$ cat src/common/ais_regs.svh
`ifndef AIS_REGS_SVH
`define AIS_REGS_SVH

// ****************************************************************
// Register byte offsets
// ****************************************************************
`define AIS_OFF_INCLK    12'h000
`define AIS_OFF_REFGAIN  12'h004
`define AIS_OFF_BANDGAP  12'h008
`define AIS_OFF_EXTCH    12'h00c
`define AIS_OFF_PINCFG   12'h010
`define AIS_OFF_STATUS   12'h014

// ****************************************************************
// Field positions
// ****************************************************************
`define AIS_SRC_MSB      7
`define AIS_SRC_LSB      4
`define AIS_CKDIV_MSB    2
`define AIS_CKDIV_LSB    0
`define AIS_AMPEN_BIT    7
`define AIS_AMPIN_BIT    4
`define AIS_REFSEL_MSB   3
`define AIS_REFSEL_LSB   2
`define AIS_GAIN_MSB     1
`define AIS_GAIN_LSB     0
`define AIS_BGEN_BIT     0
`define AIS_EXTCH_MSB    3
`define AIS_EXTCH_LSB    0
`define AIS_PINCFG_MSB   4
`define AIS_PINCFG_LSB   0

// ****************************************************************
// Reset values and channel range
// ****************************************************************
`define AIS_RST_INCLK    8'h00
`define AIS_RST_REFGAIN  8'h00
`define AIS_RST_BANDGAP  8'h00
`define AIS_RST_EXTCH    8'h00
`define AIS_RST_PINCFG   8'h00
`define AIS_FIRST_CH     4'h3
`define AIS_LAST_CH      4'h7

`endif

$ cat src/common/ais_pkg.sv
`default_nettype none

package ais_pkg;

    typedef enum logic [1:0] {
        AIS_SRC_EXT,
        AIS_SRC_SUPPLY,
        AIS_SRC_AMP,
        AIS_SRC_GND
    } ais_src_e;

    typedef enum logic [1:0] {
        AIS_SCALE_FULL,
        AIS_SCALE_HALF,
        AIS_SCALE_QUARTER
    } ais_scale_e;

    typedef enum logic [1:0] {
        AIS_REF_SUPPLY,
        AIS_REF_PIN,
        AIS_REF_AMP
    } ais_ref_e;

    typedef logic [7:0] ais_byte_t;

endpackage

`default_nettype wire

$ cat src/hw/ais_top.sv
// Notes on behaviour
// Source codes 0000, 0100, 1100-1111 route the external channel.
// Codes 0001/0010/0011 pick converter supply full, half, quarter.
// Codes 0101/0110/0111 pick amplifier output full, half, quarter.
// Source codes 10xx tie the converter input to ground.
// Internal source disconnects the external path whatever channel says.
// External source: channel codes 3-7 pick a pin, 1100-1111 float.
// Conversion clock is system clock divided by two to the field.
// Bit 3 of the input and clock register reads zero.
// Software enables the amplifier whenever its output is used.
// Amplifier input from reference pin at 0, bandgap at 1.
// Choosing bandgap disconnects the reference pin from the amplifier.
// Software enables the bandgap before choosing it as amplifier input.
// Reference: supply at 00, pin at 01, amplifier output at 1x.
// Internal reference source disconnects the external reference pin.
// Gain field codes 00-11 set gain 1, 1.667, 2.5, 3.333.
// Bandgap register holds enable in bit 0, bits 7-1 read zero.
// Bits 6 and 5 of the reference register read zero.
// Software waits for bandgap start-up before relying on it.
// Analog pin drops other functions and pull-up, overrides direction.
// Reserved channel codes 0-2 and 8-11 select no channel.
// All fields clear on reset and are written on the system clock.
`include "ais_regs.svh"
`default_nettype none

module ais_top
    import ais_pkg::*;
(
    input  wire logic        mclk,
    input  wire logic        sys_rst,
    input  wire logic        psel,
    input  wire logic        penable,
    input  wire logic        pwrite,
    input  wire logic [11:0] paddr,
    input  wire logic [31:0] pwdata,
    input  wire logic [3:0]  pstrb,
    output var  logic [31:0] prdata,
    output var  logic        pready,
    output var  logic        pslverr,
    input  wire logic [4:0]  pin_oe_req,
    input  wire logic [4:0]  pin_pullup_req,
    input  wire logic [4:0]  pin_alt_req,
    output var  logic [4:0]  pin_oe,
    output var  logic [4:0]  pin_pullup_en,
    output var  logic [4:0]  pin_alt_en,
    output var  logic [4:0]  pin_analog_en,
    output var  logic [4:0]  external_analog_channel,
    output var  logic        ext_path_en,
    output var  logic        supply_full_en,
    output var  logic        supply_half_en,
    output var  logic        supply_quarter_en,
    output var  logic        amp_out_full_en,
    output var  logic        amp_out_half_en,
    output var  logic        amp_out_quarter_en,
    output var  logic        ground_en,
    output var  logic        amp_enable,
    output var  logic        amp_ref_input_pin_en,
    output var  logic        amp_bandgap_en,
    output var  logic [1:0]  amp_gain_sel,
    output var  logic        ref_supply_en,
    output var  logic        ref_pin_en,
    output var  logic        ref_amp_en,
    output var  logic        bandgap_enable,
    output var  logic        conv_clk_tick
);

    // ************************************************************
    // Register state
    // ************************************************************
    logic [3:0]  input_source_sel_r;
    logic [2:0]  conv_clock_div_sel_r;
    logic        amp_enable_r;
    logic        amp_input_sel_r;
    logic [1:0]  reference_sel_r;
    logic [1:0]  amp_gain_sel_r;
    logic        bandgap_enable_r;
    logic [3:0]  external_channel_sel_r;
    logic [4:0]  pin_analog_r;

    logic        setup;
    logic        access;
    logic        wr_lane0;
    logic        mapped;
    ais_byte_t   rd_byte;
    ais_byte_t   status;
    logic [31:0] prdata_r;
    logic        pslverr_r;

    ais_src_e    src;
    ais_scale_e  scale;
    ais_ref_e    ref_kind;
    logic [4:0]  chan_onehot;
    logic [3:0]  chan_offset;

    assign setup    = psel && !penable;
    assign access   = psel && penable;
    assign wr_lane0 = access && pwrite && pstrb[0];

    // ************************************************************
    // Register writes
    // ************************************************************
    always_ff @(posedge mclk) begin
        if (sys_rst) begin
            input_source_sel_r   <= 4'(`AIS_RST_INCLK >> `AIS_SRC_LSB);
            conv_clock_div_sel_r <= 3'(`AIS_RST_INCLK);
        end else if (wr_lane0 && paddr == `AIS_OFF_INCLK) begin
            input_source_sel_r   <= pwdata[`AIS_SRC_MSB:`AIS_SRC_LSB];
            conv_clock_div_sel_r <= pwdata[`AIS_CKDIV_MSB:`AIS_CKDIV_LSB];
        end
    end

    always_ff @(posedge mclk) begin
        if (sys_rst) begin
            amp_enable_r    <= 1'(`AIS_RST_REFGAIN >> `AIS_AMPEN_BIT);
            amp_input_sel_r <= 1'(`AIS_RST_REFGAIN >> `AIS_AMPIN_BIT);
            reference_sel_r <= 2'(`AIS_RST_REFGAIN >> `AIS_REFSEL_LSB);
            amp_gain_sel_r  <= 2'(`AIS_RST_REFGAIN);
        end else if (wr_lane0 && paddr == `AIS_OFF_REFGAIN) begin
            amp_enable_r    <= pwdata[`AIS_AMPEN_BIT];
            amp_input_sel_r <= pwdata[`AIS_AMPIN_BIT];
            reference_sel_r <= pwdata[`AIS_REFSEL_MSB:`AIS_REFSEL_LSB];
            amp_gain_sel_r  <= pwdata[`AIS_GAIN_MSB:`AIS_GAIN_LSB];
        end
    end

    always_ff @(posedge mclk) begin
        if (sys_rst) begin
            bandgap_enable_r <= 1'(`AIS_RST_BANDGAP);
        end else if (wr_lane0 && paddr == `AIS_OFF_BANDGAP) begin
            bandgap_enable_r <= pwdata[`AIS_BGEN_BIT];
        end
    end

    always_ff @(posedge mclk) begin
        if (sys_rst) begin
            external_channel_sel_r <= 4'(`AIS_RST_EXTCH);
        end else if (wr_lane0 && paddr == `AIS_OFF_EXTCH) begin
            external_channel_sel_r <= pwdata[`AIS_EXTCH_MSB:`AIS_EXTCH_LSB];
        end
    end

    always_ff @(posedge mclk) begin
        if (sys_rst) begin
            pin_analog_r <= 5'(`AIS_RST_PINCFG);
        end else if (wr_lane0 && paddr == `AIS_OFF_PINCFG) begin
            pin_analog_r <= pwdata[`AIS_PINCFG_MSB:`AIS_PINCFG_LSB];
        end
    end

    // ************************************************************
    // Read mux, unused bits read zero
    // ************************************************************
    always_comb begin
        rd_byte = 8'h00;
        mapped  = 1'b1;
        case (paddr)
            `AIS_OFF_INCLK: begin
                rd_byte = {input_source_sel_r, 1'b0,
                           conv_clock_div_sel_r};
            end
            `AIS_OFF_REFGAIN: begin
                rd_byte = {amp_enable_r, 2'b00, amp_input_sel_r,
                           reference_sel_r, amp_gain_sel_r};
            end
            `AIS_OFF_BANDGAP: begin
                rd_byte = {7'h00, bandgap_enable_r};
            end
            `AIS_OFF_EXTCH: begin
                rd_byte = {4'h0, external_channel_sel_r};
            end
            `AIS_OFF_PINCFG: begin
                rd_byte = {3'h0, pin_analog_r};
            end
            `AIS_OFF_STATUS: begin
                rd_byte = status;
            end
            default: begin
                mapped = 1'b0;
            end
        endcase
    end

    // Read data and error latched in setup, held through access
    always_ff @(posedge mclk) begin
        if (sys_rst) begin
            prdata_r <= 32'h0000_0000;
        end else if (setup && !pwrite) begin
            prdata_r <= {24'h00_0000, rd_byte};
        end
    end

    always_ff @(posedge mclk) begin
        if (sys_rst) begin
            pslverr_r <= 1'b0;
        end else if (setup) begin
            pslverr_r <= !mapped;
        end
    end

    assign prdata  = prdata_r;
    assign pready  = 1'b1;
    assign pslverr = access && pslverr_r;

    // ************************************************************
    // Converter input source decode
    // ************************************************************
    always_comb begin
        src   = AIS_SRC_EXT;
        scale = AIS_SCALE_FULL;
        case (input_source_sel_r)
            4'h0, 4'h4, 4'hc, 4'hd, 4'he, 4'hf: begin
                src = AIS_SRC_EXT;
            end
            4'h1: begin
                src = AIS_SRC_SUPPLY;
            end
            4'h2: begin
                src   = AIS_SRC_SUPPLY;
                scale = AIS_SCALE_HALF;
            end
            4'h3: begin
                src   = AIS_SRC_SUPPLY;
                scale = AIS_SCALE_QUARTER;
            end
            4'h5: begin
                src = AIS_SRC_AMP;
            end
            4'h6: begin
                src   = AIS_SRC_AMP;
                scale = AIS_SCALE_HALF;
            end
            4'h7: begin
                src   = AIS_SRC_AMP;
                scale = AIS_SCALE_QUARTER;
            end
            4'h8, 4'h9, 4'ha, 4'hb: begin
                src = AIS_SRC_GND;
            end
            default: begin
                src = AIS_SRC_EXT;
            end
        endcase
    end

    // Channel pick only with an external source
    assign chan_offset = external_channel_sel_r - `AIS_FIRST_CH;

    always_comb begin
        chan_onehot = 5'h00;
        if (src == AIS_SRC_EXT &&
            external_channel_sel_r >= `AIS_FIRST_CH &&
            external_channel_sel_r <= `AIS_LAST_CH) begin
            chan_onehot = 5'(5'h01 << chan_offset);
        end
    end

    // ************************************************************
    // Reference source decode
    // ************************************************************
    always_comb begin
        case (reference_sel_r)
            2'b00: begin
                ref_kind = AIS_REF_SUPPLY;
            end
            2'b01: begin
                ref_kind = AIS_REF_PIN;
            end
            default: begin
                ref_kind = AIS_REF_AMP;
            end
        endcase
    end

    assign status = {1'b0, bandgap_enable_r, ref_kind,
                     (|chan_onehot), 1'b0, src};

    // ************************************************************
    // Analog switch controls
    // ************************************************************
    always_ff @(posedge mclk) begin
        if (sys_rst) begin
            external_analog_channel <= 5'h00;
            ext_path_en             <= 1'b0;
        end else begin
            external_analog_channel <= chan_onehot;
            ext_path_en             <= (src == AIS_SRC_EXT);
        end
    end

    always_ff @(posedge mclk) begin
        if (sys_rst) begin
            supply_full_en    <= 1'b0;
            supply_half_en    <= 1'b0;
            supply_quarter_en <= 1'b0;
        end else begin
            supply_full_en    <= (src == AIS_SRC_SUPPLY) &&
                                 (scale == AIS_SCALE_FULL);
            supply_half_en    <= (src == AIS_SRC_SUPPLY) &&
                                 (scale == AIS_SCALE_HALF);
            supply_quarter_en <= (src == AIS_SRC_SUPPLY) &&
                                 (scale == AIS_SCALE_QUARTER);
        end
    end

    always_ff @(posedge mclk) begin
        if (sys_rst) begin
            amp_out_full_en    <= 1'b0;
            amp_out_half_en    <= 1'b0;
            amp_out_quarter_en <= 1'b0;
            ground_en          <= 1'b0;
        end else begin
            amp_out_full_en    <= (src == AIS_SRC_AMP) &&
                                  (scale == AIS_SCALE_FULL);
            amp_out_half_en    <= (src == AIS_SRC_AMP) &&
                                  (scale == AIS_SCALE_HALF);
            amp_out_quarter_en <= (src == AIS_SRC_AMP) &&
                                  (scale == AIS_SCALE_QUARTER);
            ground_en          <= (src == AIS_SRC_GND);
        end
    end

    // Amplifier powered only by software's enable bit
    always_ff @(posedge mclk) begin
        if (sys_rst) begin
            amp_enable           <= 1'b0;
            amp_ref_input_pin_en <= 1'b0;
            amp_bandgap_en       <= 1'b0;
            amp_gain_sel         <= 2'b00;
        end else begin
            amp_enable           <= amp_enable_r;
            amp_ref_input_pin_en <= !amp_input_sel_r;
            amp_bandgap_en       <= amp_input_sel_r;
            amp_gain_sel         <= amp_gain_sel_r;
        end
    end

    always_ff @(posedge mclk) begin
        if (sys_rst) begin
            ref_supply_en  <= 1'b0;
            ref_pin_en     <= 1'b0;
            ref_amp_en     <= 1'b0;
            bandgap_enable <= 1'b0;
        end else begin
            ref_supply_en  <= (ref_kind == AIS_REF_SUPPLY);
            ref_pin_en     <= (ref_kind == AIS_REF_PIN);
            ref_amp_en     <= (ref_kind == AIS_REF_AMP);
            bandgap_enable <= bandgap_enable_r;
        end
    end

    // ************************************************************
    // Pin sharing overrides
    // ************************************************************
    always_ff @(posedge mclk) begin
        if (sys_rst) begin
            pin_oe        <= 5'h00;
            pin_pullup_en <= 5'h00;
            pin_alt_en    <= 5'h00;
            pin_analog_en <= 5'h00;
        end else begin
            pin_oe        <= pin_oe_req & ~pin_analog_r;
            pin_pullup_en <= pin_pullup_req & ~pin_analog_r;
            pin_alt_en    <= pin_alt_req & ~pin_analog_r;
            pin_analog_en <= pin_analog_r;
        end
    end

    // ************************************************************
    // Conversion clock
    // ************************************************************
    ais_clk_div u_clk_div (
        .mclk    (mclk),
        .sys_rst (sys_rst),
        .div_sel (conv_clock_div_sel_r),
        .tick    (conv_clk_tick)
    );

endmodule

`default_nettype wire

$ cat src/hw/ais_clk_div.sv
`default_nettype none

module ais_clk_div
    import ais_pkg::*;
(
    input  wire logic       mclk,
    input  wire logic       sys_rst,
    input  wire logic [2:0] div_sel,
    output var  logic       tick
);

    logic [6:0] count_r;
    logic [2:0] sel_r;
    logic [6:0] limit;
    logic       wrap;
    logic       tick_r;

    assign limit = 7'((8'h01 << div_sel) - 8'h01);
    assign wrap  = (count_r >= limit);

    // ************************************************************
    // Divide by two to the power of the select field
    // ************************************************************
    always_ff @(posedge mclk) begin
        if (sys_rst) begin
            sel_r <= 3'h0;
        end else begin
            sel_r <= div_sel;
        end
    end

    // Restart the period when the ratio changes
    always_ff @(posedge mclk) begin
        if (sys_rst) begin
            count_r <= 7'h00;
        end else if ((sel_r != div_sel) || wrap) begin
            count_r <= 7'h00;
        end else begin
            count_r <= count_r + 7'h01;
        end
    end

    always_ff @(posedge mclk) begin
        if (sys_rst) begin
            tick_r <= 1'b0;
        end else begin
            tick_r <= wrap && (sel_r == div_sel);
        end
    end

    assign tick = tick_r;

endmodule

`default_nettype wire

$ cat config.mk
export PLATFORM = sky130hd
export DESIGN_NAME = ais_top
export DESIGN_NICKNAME = d
export VERILOG_FILES = /design/src/common/ais_pkg.sv /design/src/hw/ais_top.sv /design/src/hw/ais_clk_div.sv
export VERILOG_INCLUDE_DIRS = /design/src /design/src/common
export SDC_FILE = /design/constraint.sdc
export NUM_CORES = 1
export LEC_CHECK = 0
export BUFFER_PORTS_ARGS = -buffer_cell sky130_fd_sc_hd__buf_2
export CAP_MARGIN = 30
export CORE_MARGIN = 5
export CORE_UTILIZATION = 40
export CTS_CLUSTER_SIZE = 24
export DETAILED_ROUTE_END_ITERATION = 8
export PLACE_DENSITY = 0.72
export RECOVER_POWER = 25
export SLEW_MARGIN = 20
export SYNTH_ARGS = -nofsm -noshare
export SYNTH_HDL_FRONTEND = slang
export SYNTH_SLANG_ARGS = --single-unit
$ cat constraint.sdc
create_clock -name mclk -period 5.2 [get_ports mclk]
set_clock_uncertainty 0.15 [all_clocks]
set_input_delay 0.26 -clock mclk [delete_from_list [all_inputs] [get_ports mclk]]
set_output_delay 0.26 -clock mclk [all_outputs]
set_load 0.05 [all_outputs]
==> out/results.tsv <==
stage	metric	value	unit
status	status	complete, but fails checks	
status	failed_checks	max-capacitance violations, max-slew violations	
routing	dr.first_iter.drc_count	142	
timing	slew_viol_final	52	
clocking	clk_latency	340	ps
synthesis	ys_warn_count	0	
timing	layout_min_cycle_time	2762	ps
setup_path	cp_data_arrival_time	2830	ps
synthesis	synth_seq_area_share	0.4775	
timing	rsz0062_at_grt	false	
clocking	cts.sinks	85	
routing	wl_per_cell	13.55	microns
global_routing	gr-usage-met1	0.1698	
setup_path	cp-start-kind	flop	
place	place_congestion	0.8605	
setup_path	required	5270	ps
timing	setup_violations	0	
synthesis	syn_inst	375	
global_routing	gr-max-usage-layer	met2	
place	dpl_worst_slack	2415	ps
place	portBuffers	92	
synthesis	synthFlopType	dfxtp_1	
finish	drive_gt1_frac	0.2417	
routing	final_antenna_net_count	0	
min_path	hold_class	input pin to flop	
floorplan	rows	34	
synthesis	yosysUniqueCellTypes	52	
power_and_ir_drop	cellPowerDensity	286.9	nW/um^2
clocking	ctsResizeCount	0	
floorplan	initial_core_util	0.4086	
timing	max_slew_margin	-0.4177	
global_routing	grt_max_degree	52	
power_and_ir_drop	peakVddDrop	0.1529	mV
finish	final_area	4353	sq um
global_routing	grt_pass1_wl	12970	microns
global_routing	antenna_found_initial	0	
timing	fmax	362.1	MHz
clocking	cts.path.max_buffers	2	
finish	diodes	0	
floorplan	core_area	8721	sq um
power_and_ir_drop	power.leakage	1.973	nW
setup_path	critical_path_class	flop to flop	
global_routing	grt_overflow	0	
synthesis	synth_top_area_share	0.4775	
clocking	htree_levels	3	
finish	layout_commonest_cell	buf_2	
timing	tns	0	ps
routing	vias	2872	
setup_path	cp-end-kind	flop	
job	maxCapViolations	1	
synthesis	avgSynthCellArea	9.502	sq um
clocking	clock-root-buffer	clkbuf_8	
timing	hold-worst-slack	16.59	ps
synthesis	ys_top_cells_by_area	dfxtp_1 (48%), mux2i_1 (5.6%), buf_4 (5.5%)	
clocking	path_clk_slew	90	ps
place	dp.final_hpwl	5960	microns
routing	wl	8023	microns
floorplan	fp.dieArea	10900	sq um
floorplan	fp.dieH	104.4	microns
power_and_ir_drop	finalPower	1.249	mW
synthesis	ys_ff_latch	85	
finish	syn_to_final_growth	22.16	%
timing	final-hold-violation-count	0	
clocking	cts_tree	yes	
setup_path	cp_max_fo	9	
global_routing	grt_use_met3	0.04469	
routing	drt-vias-per-instance	4.851	
routing	drc	0	
clocking	numCtsBuffers	9	
finish	nets	556	
global_routing	grt_util_met2	0.2538	
finish	layout_common_cells	buf_2 (91), dfxtp_1 (85), nor2_1 (47)	
timing	final.setup.worst_slack	2438	ps
timing	worst_pin_slew	2126	ps
routing	firstDrtPassIters	5	
global_routing	grtUsageTotal	0.1436	
place	placed_area	3993	sq um
synthesis	yosysTopAreaCell	dfxtp_1	
synthesis	syn_area	3563	sq um
floorplan	io_pins	145	
synthesis	synth_edf_count	0	
timing	fin_crit_sh	0.5311	
finish	fillers	828	
synthesis	async_flop_share	0	
floorplan	die_x	104.4	microns
global_routing	grt_pass1_vias	2732	
[cells by family (layout without fill, tap and decap cells)]
kind of cell,after synthesis,count (layout),share of synthesized area
simple gates,152,152,0.2346
buf+inv,49,135,0.08146
mux,22,22,0.06566
compound gates,46,46,0.08252
xor+xnor,10,10,0.02458
other cells,2,25,0.002108
flops,85,85,0.4775
fa+ha+maj,9,9,0.03160
[where the power goes]
group          internal, mW  total [mW]  switching [mW]
combinational        0.0352       0.139           0.103
clock                 0.205       0.449           0.244
sequential            0.659       0.661         0.00207
[per-layer routing]
| layer | part of all wire | up-vias | wire (microns) |
|---|---|---|---|
| met5 | 0 | - | 0 |
| met4 | 0.0081 | 0 | 65 |
| met3 | 0.077 | 10 | 614 |
| met2 | 0.51 | 108 | 4064 |
| met1 | 0.41 | 1328 | 3279 |
| li1 | - | 1426 | - |
[worst paths after layout]
kind	startpoint	to	slack (ps)	cells past startpoint
setup / recovery	conv_clock_div_sel_r[0]	u_clk_div.count_r[5]	2440	9
hold / removal	pwdata[7]	amp_enable_r	20	3
setup reg to reg	conv_clock_div_sel_r[0]	u_clk_div.count_r[5]	2440	9
hold reg to reg	prdata[2]	prdata[2]	310	2
[flip-flops by register name, indices dropped and copies added (netlist names), 2 cells and up]
name                     flops
pin_analog_r                 5
external_channel_sel_r       4
amp_gain_sel_r               2
u_clk_div.count_r            7
prdata                       8
input_source_sel_r           4
pin_alt_en                   5
pin_analog_en                5
reference_sel_r              2
amp_gain_sel                 2
conv_clock_div_sel_r         3
pin_oe                       5
external_analog_channel      5
pin_pullup_en                5
u_clk_div.sel_r              3
[worst max-delay path, stage by stage, from the launching register on]
cell	delay, ps
dfxtp_1	410
or3_1	430
ha_1	290
nor3_1	180
a21o_1	120
a21oi_1	70
ha_1	290
o2111ai_1	120
o211ai_1	470
nor2_1	110
[layout make-up]
type                    count  area, sq um  share of cell area
clock buffers              11        151.4             0.03478
flip-flops and latches     85         1702              0.3909
multi-input cells         264         1658              0.3809
well taps                 108        135.1             0.03104
repair buffers            109        629.4              0.1446
inverters                  10        37.54            0.008623
clock inverters             5        40.04            0.009198
[Yosys cell counts, drive strengths merged (4+ instances only)]
cell,instances
nor2b,13
a22o,5
and2,17
nand3,6
clkbuf,10
and3,5
mux2i,20
o21ai,13
dfxtp,85
nand2b,13
inv,10
buf,29
xnor2,4
nand4,5
ha,9
nor2,48
xor2,6
a21oi,11
nand2,23
nor3,7
[stage by stage]
stage	utilization	std cells
floorplan	-	398
global placement	0.4578	559
detailed placement	0.4578	559
CTS	0.4993	592
global route	0.4991	592
finish	0.4991	592
[what timing repair did]
item                                   CTS  global route
setup endpoints to repair                0             0
setup buffers                            0             0
hold buffers                            17             0
endpoints found under the hold margin   17             0
No activity file was read; power rests on OpenSTA's default activity.
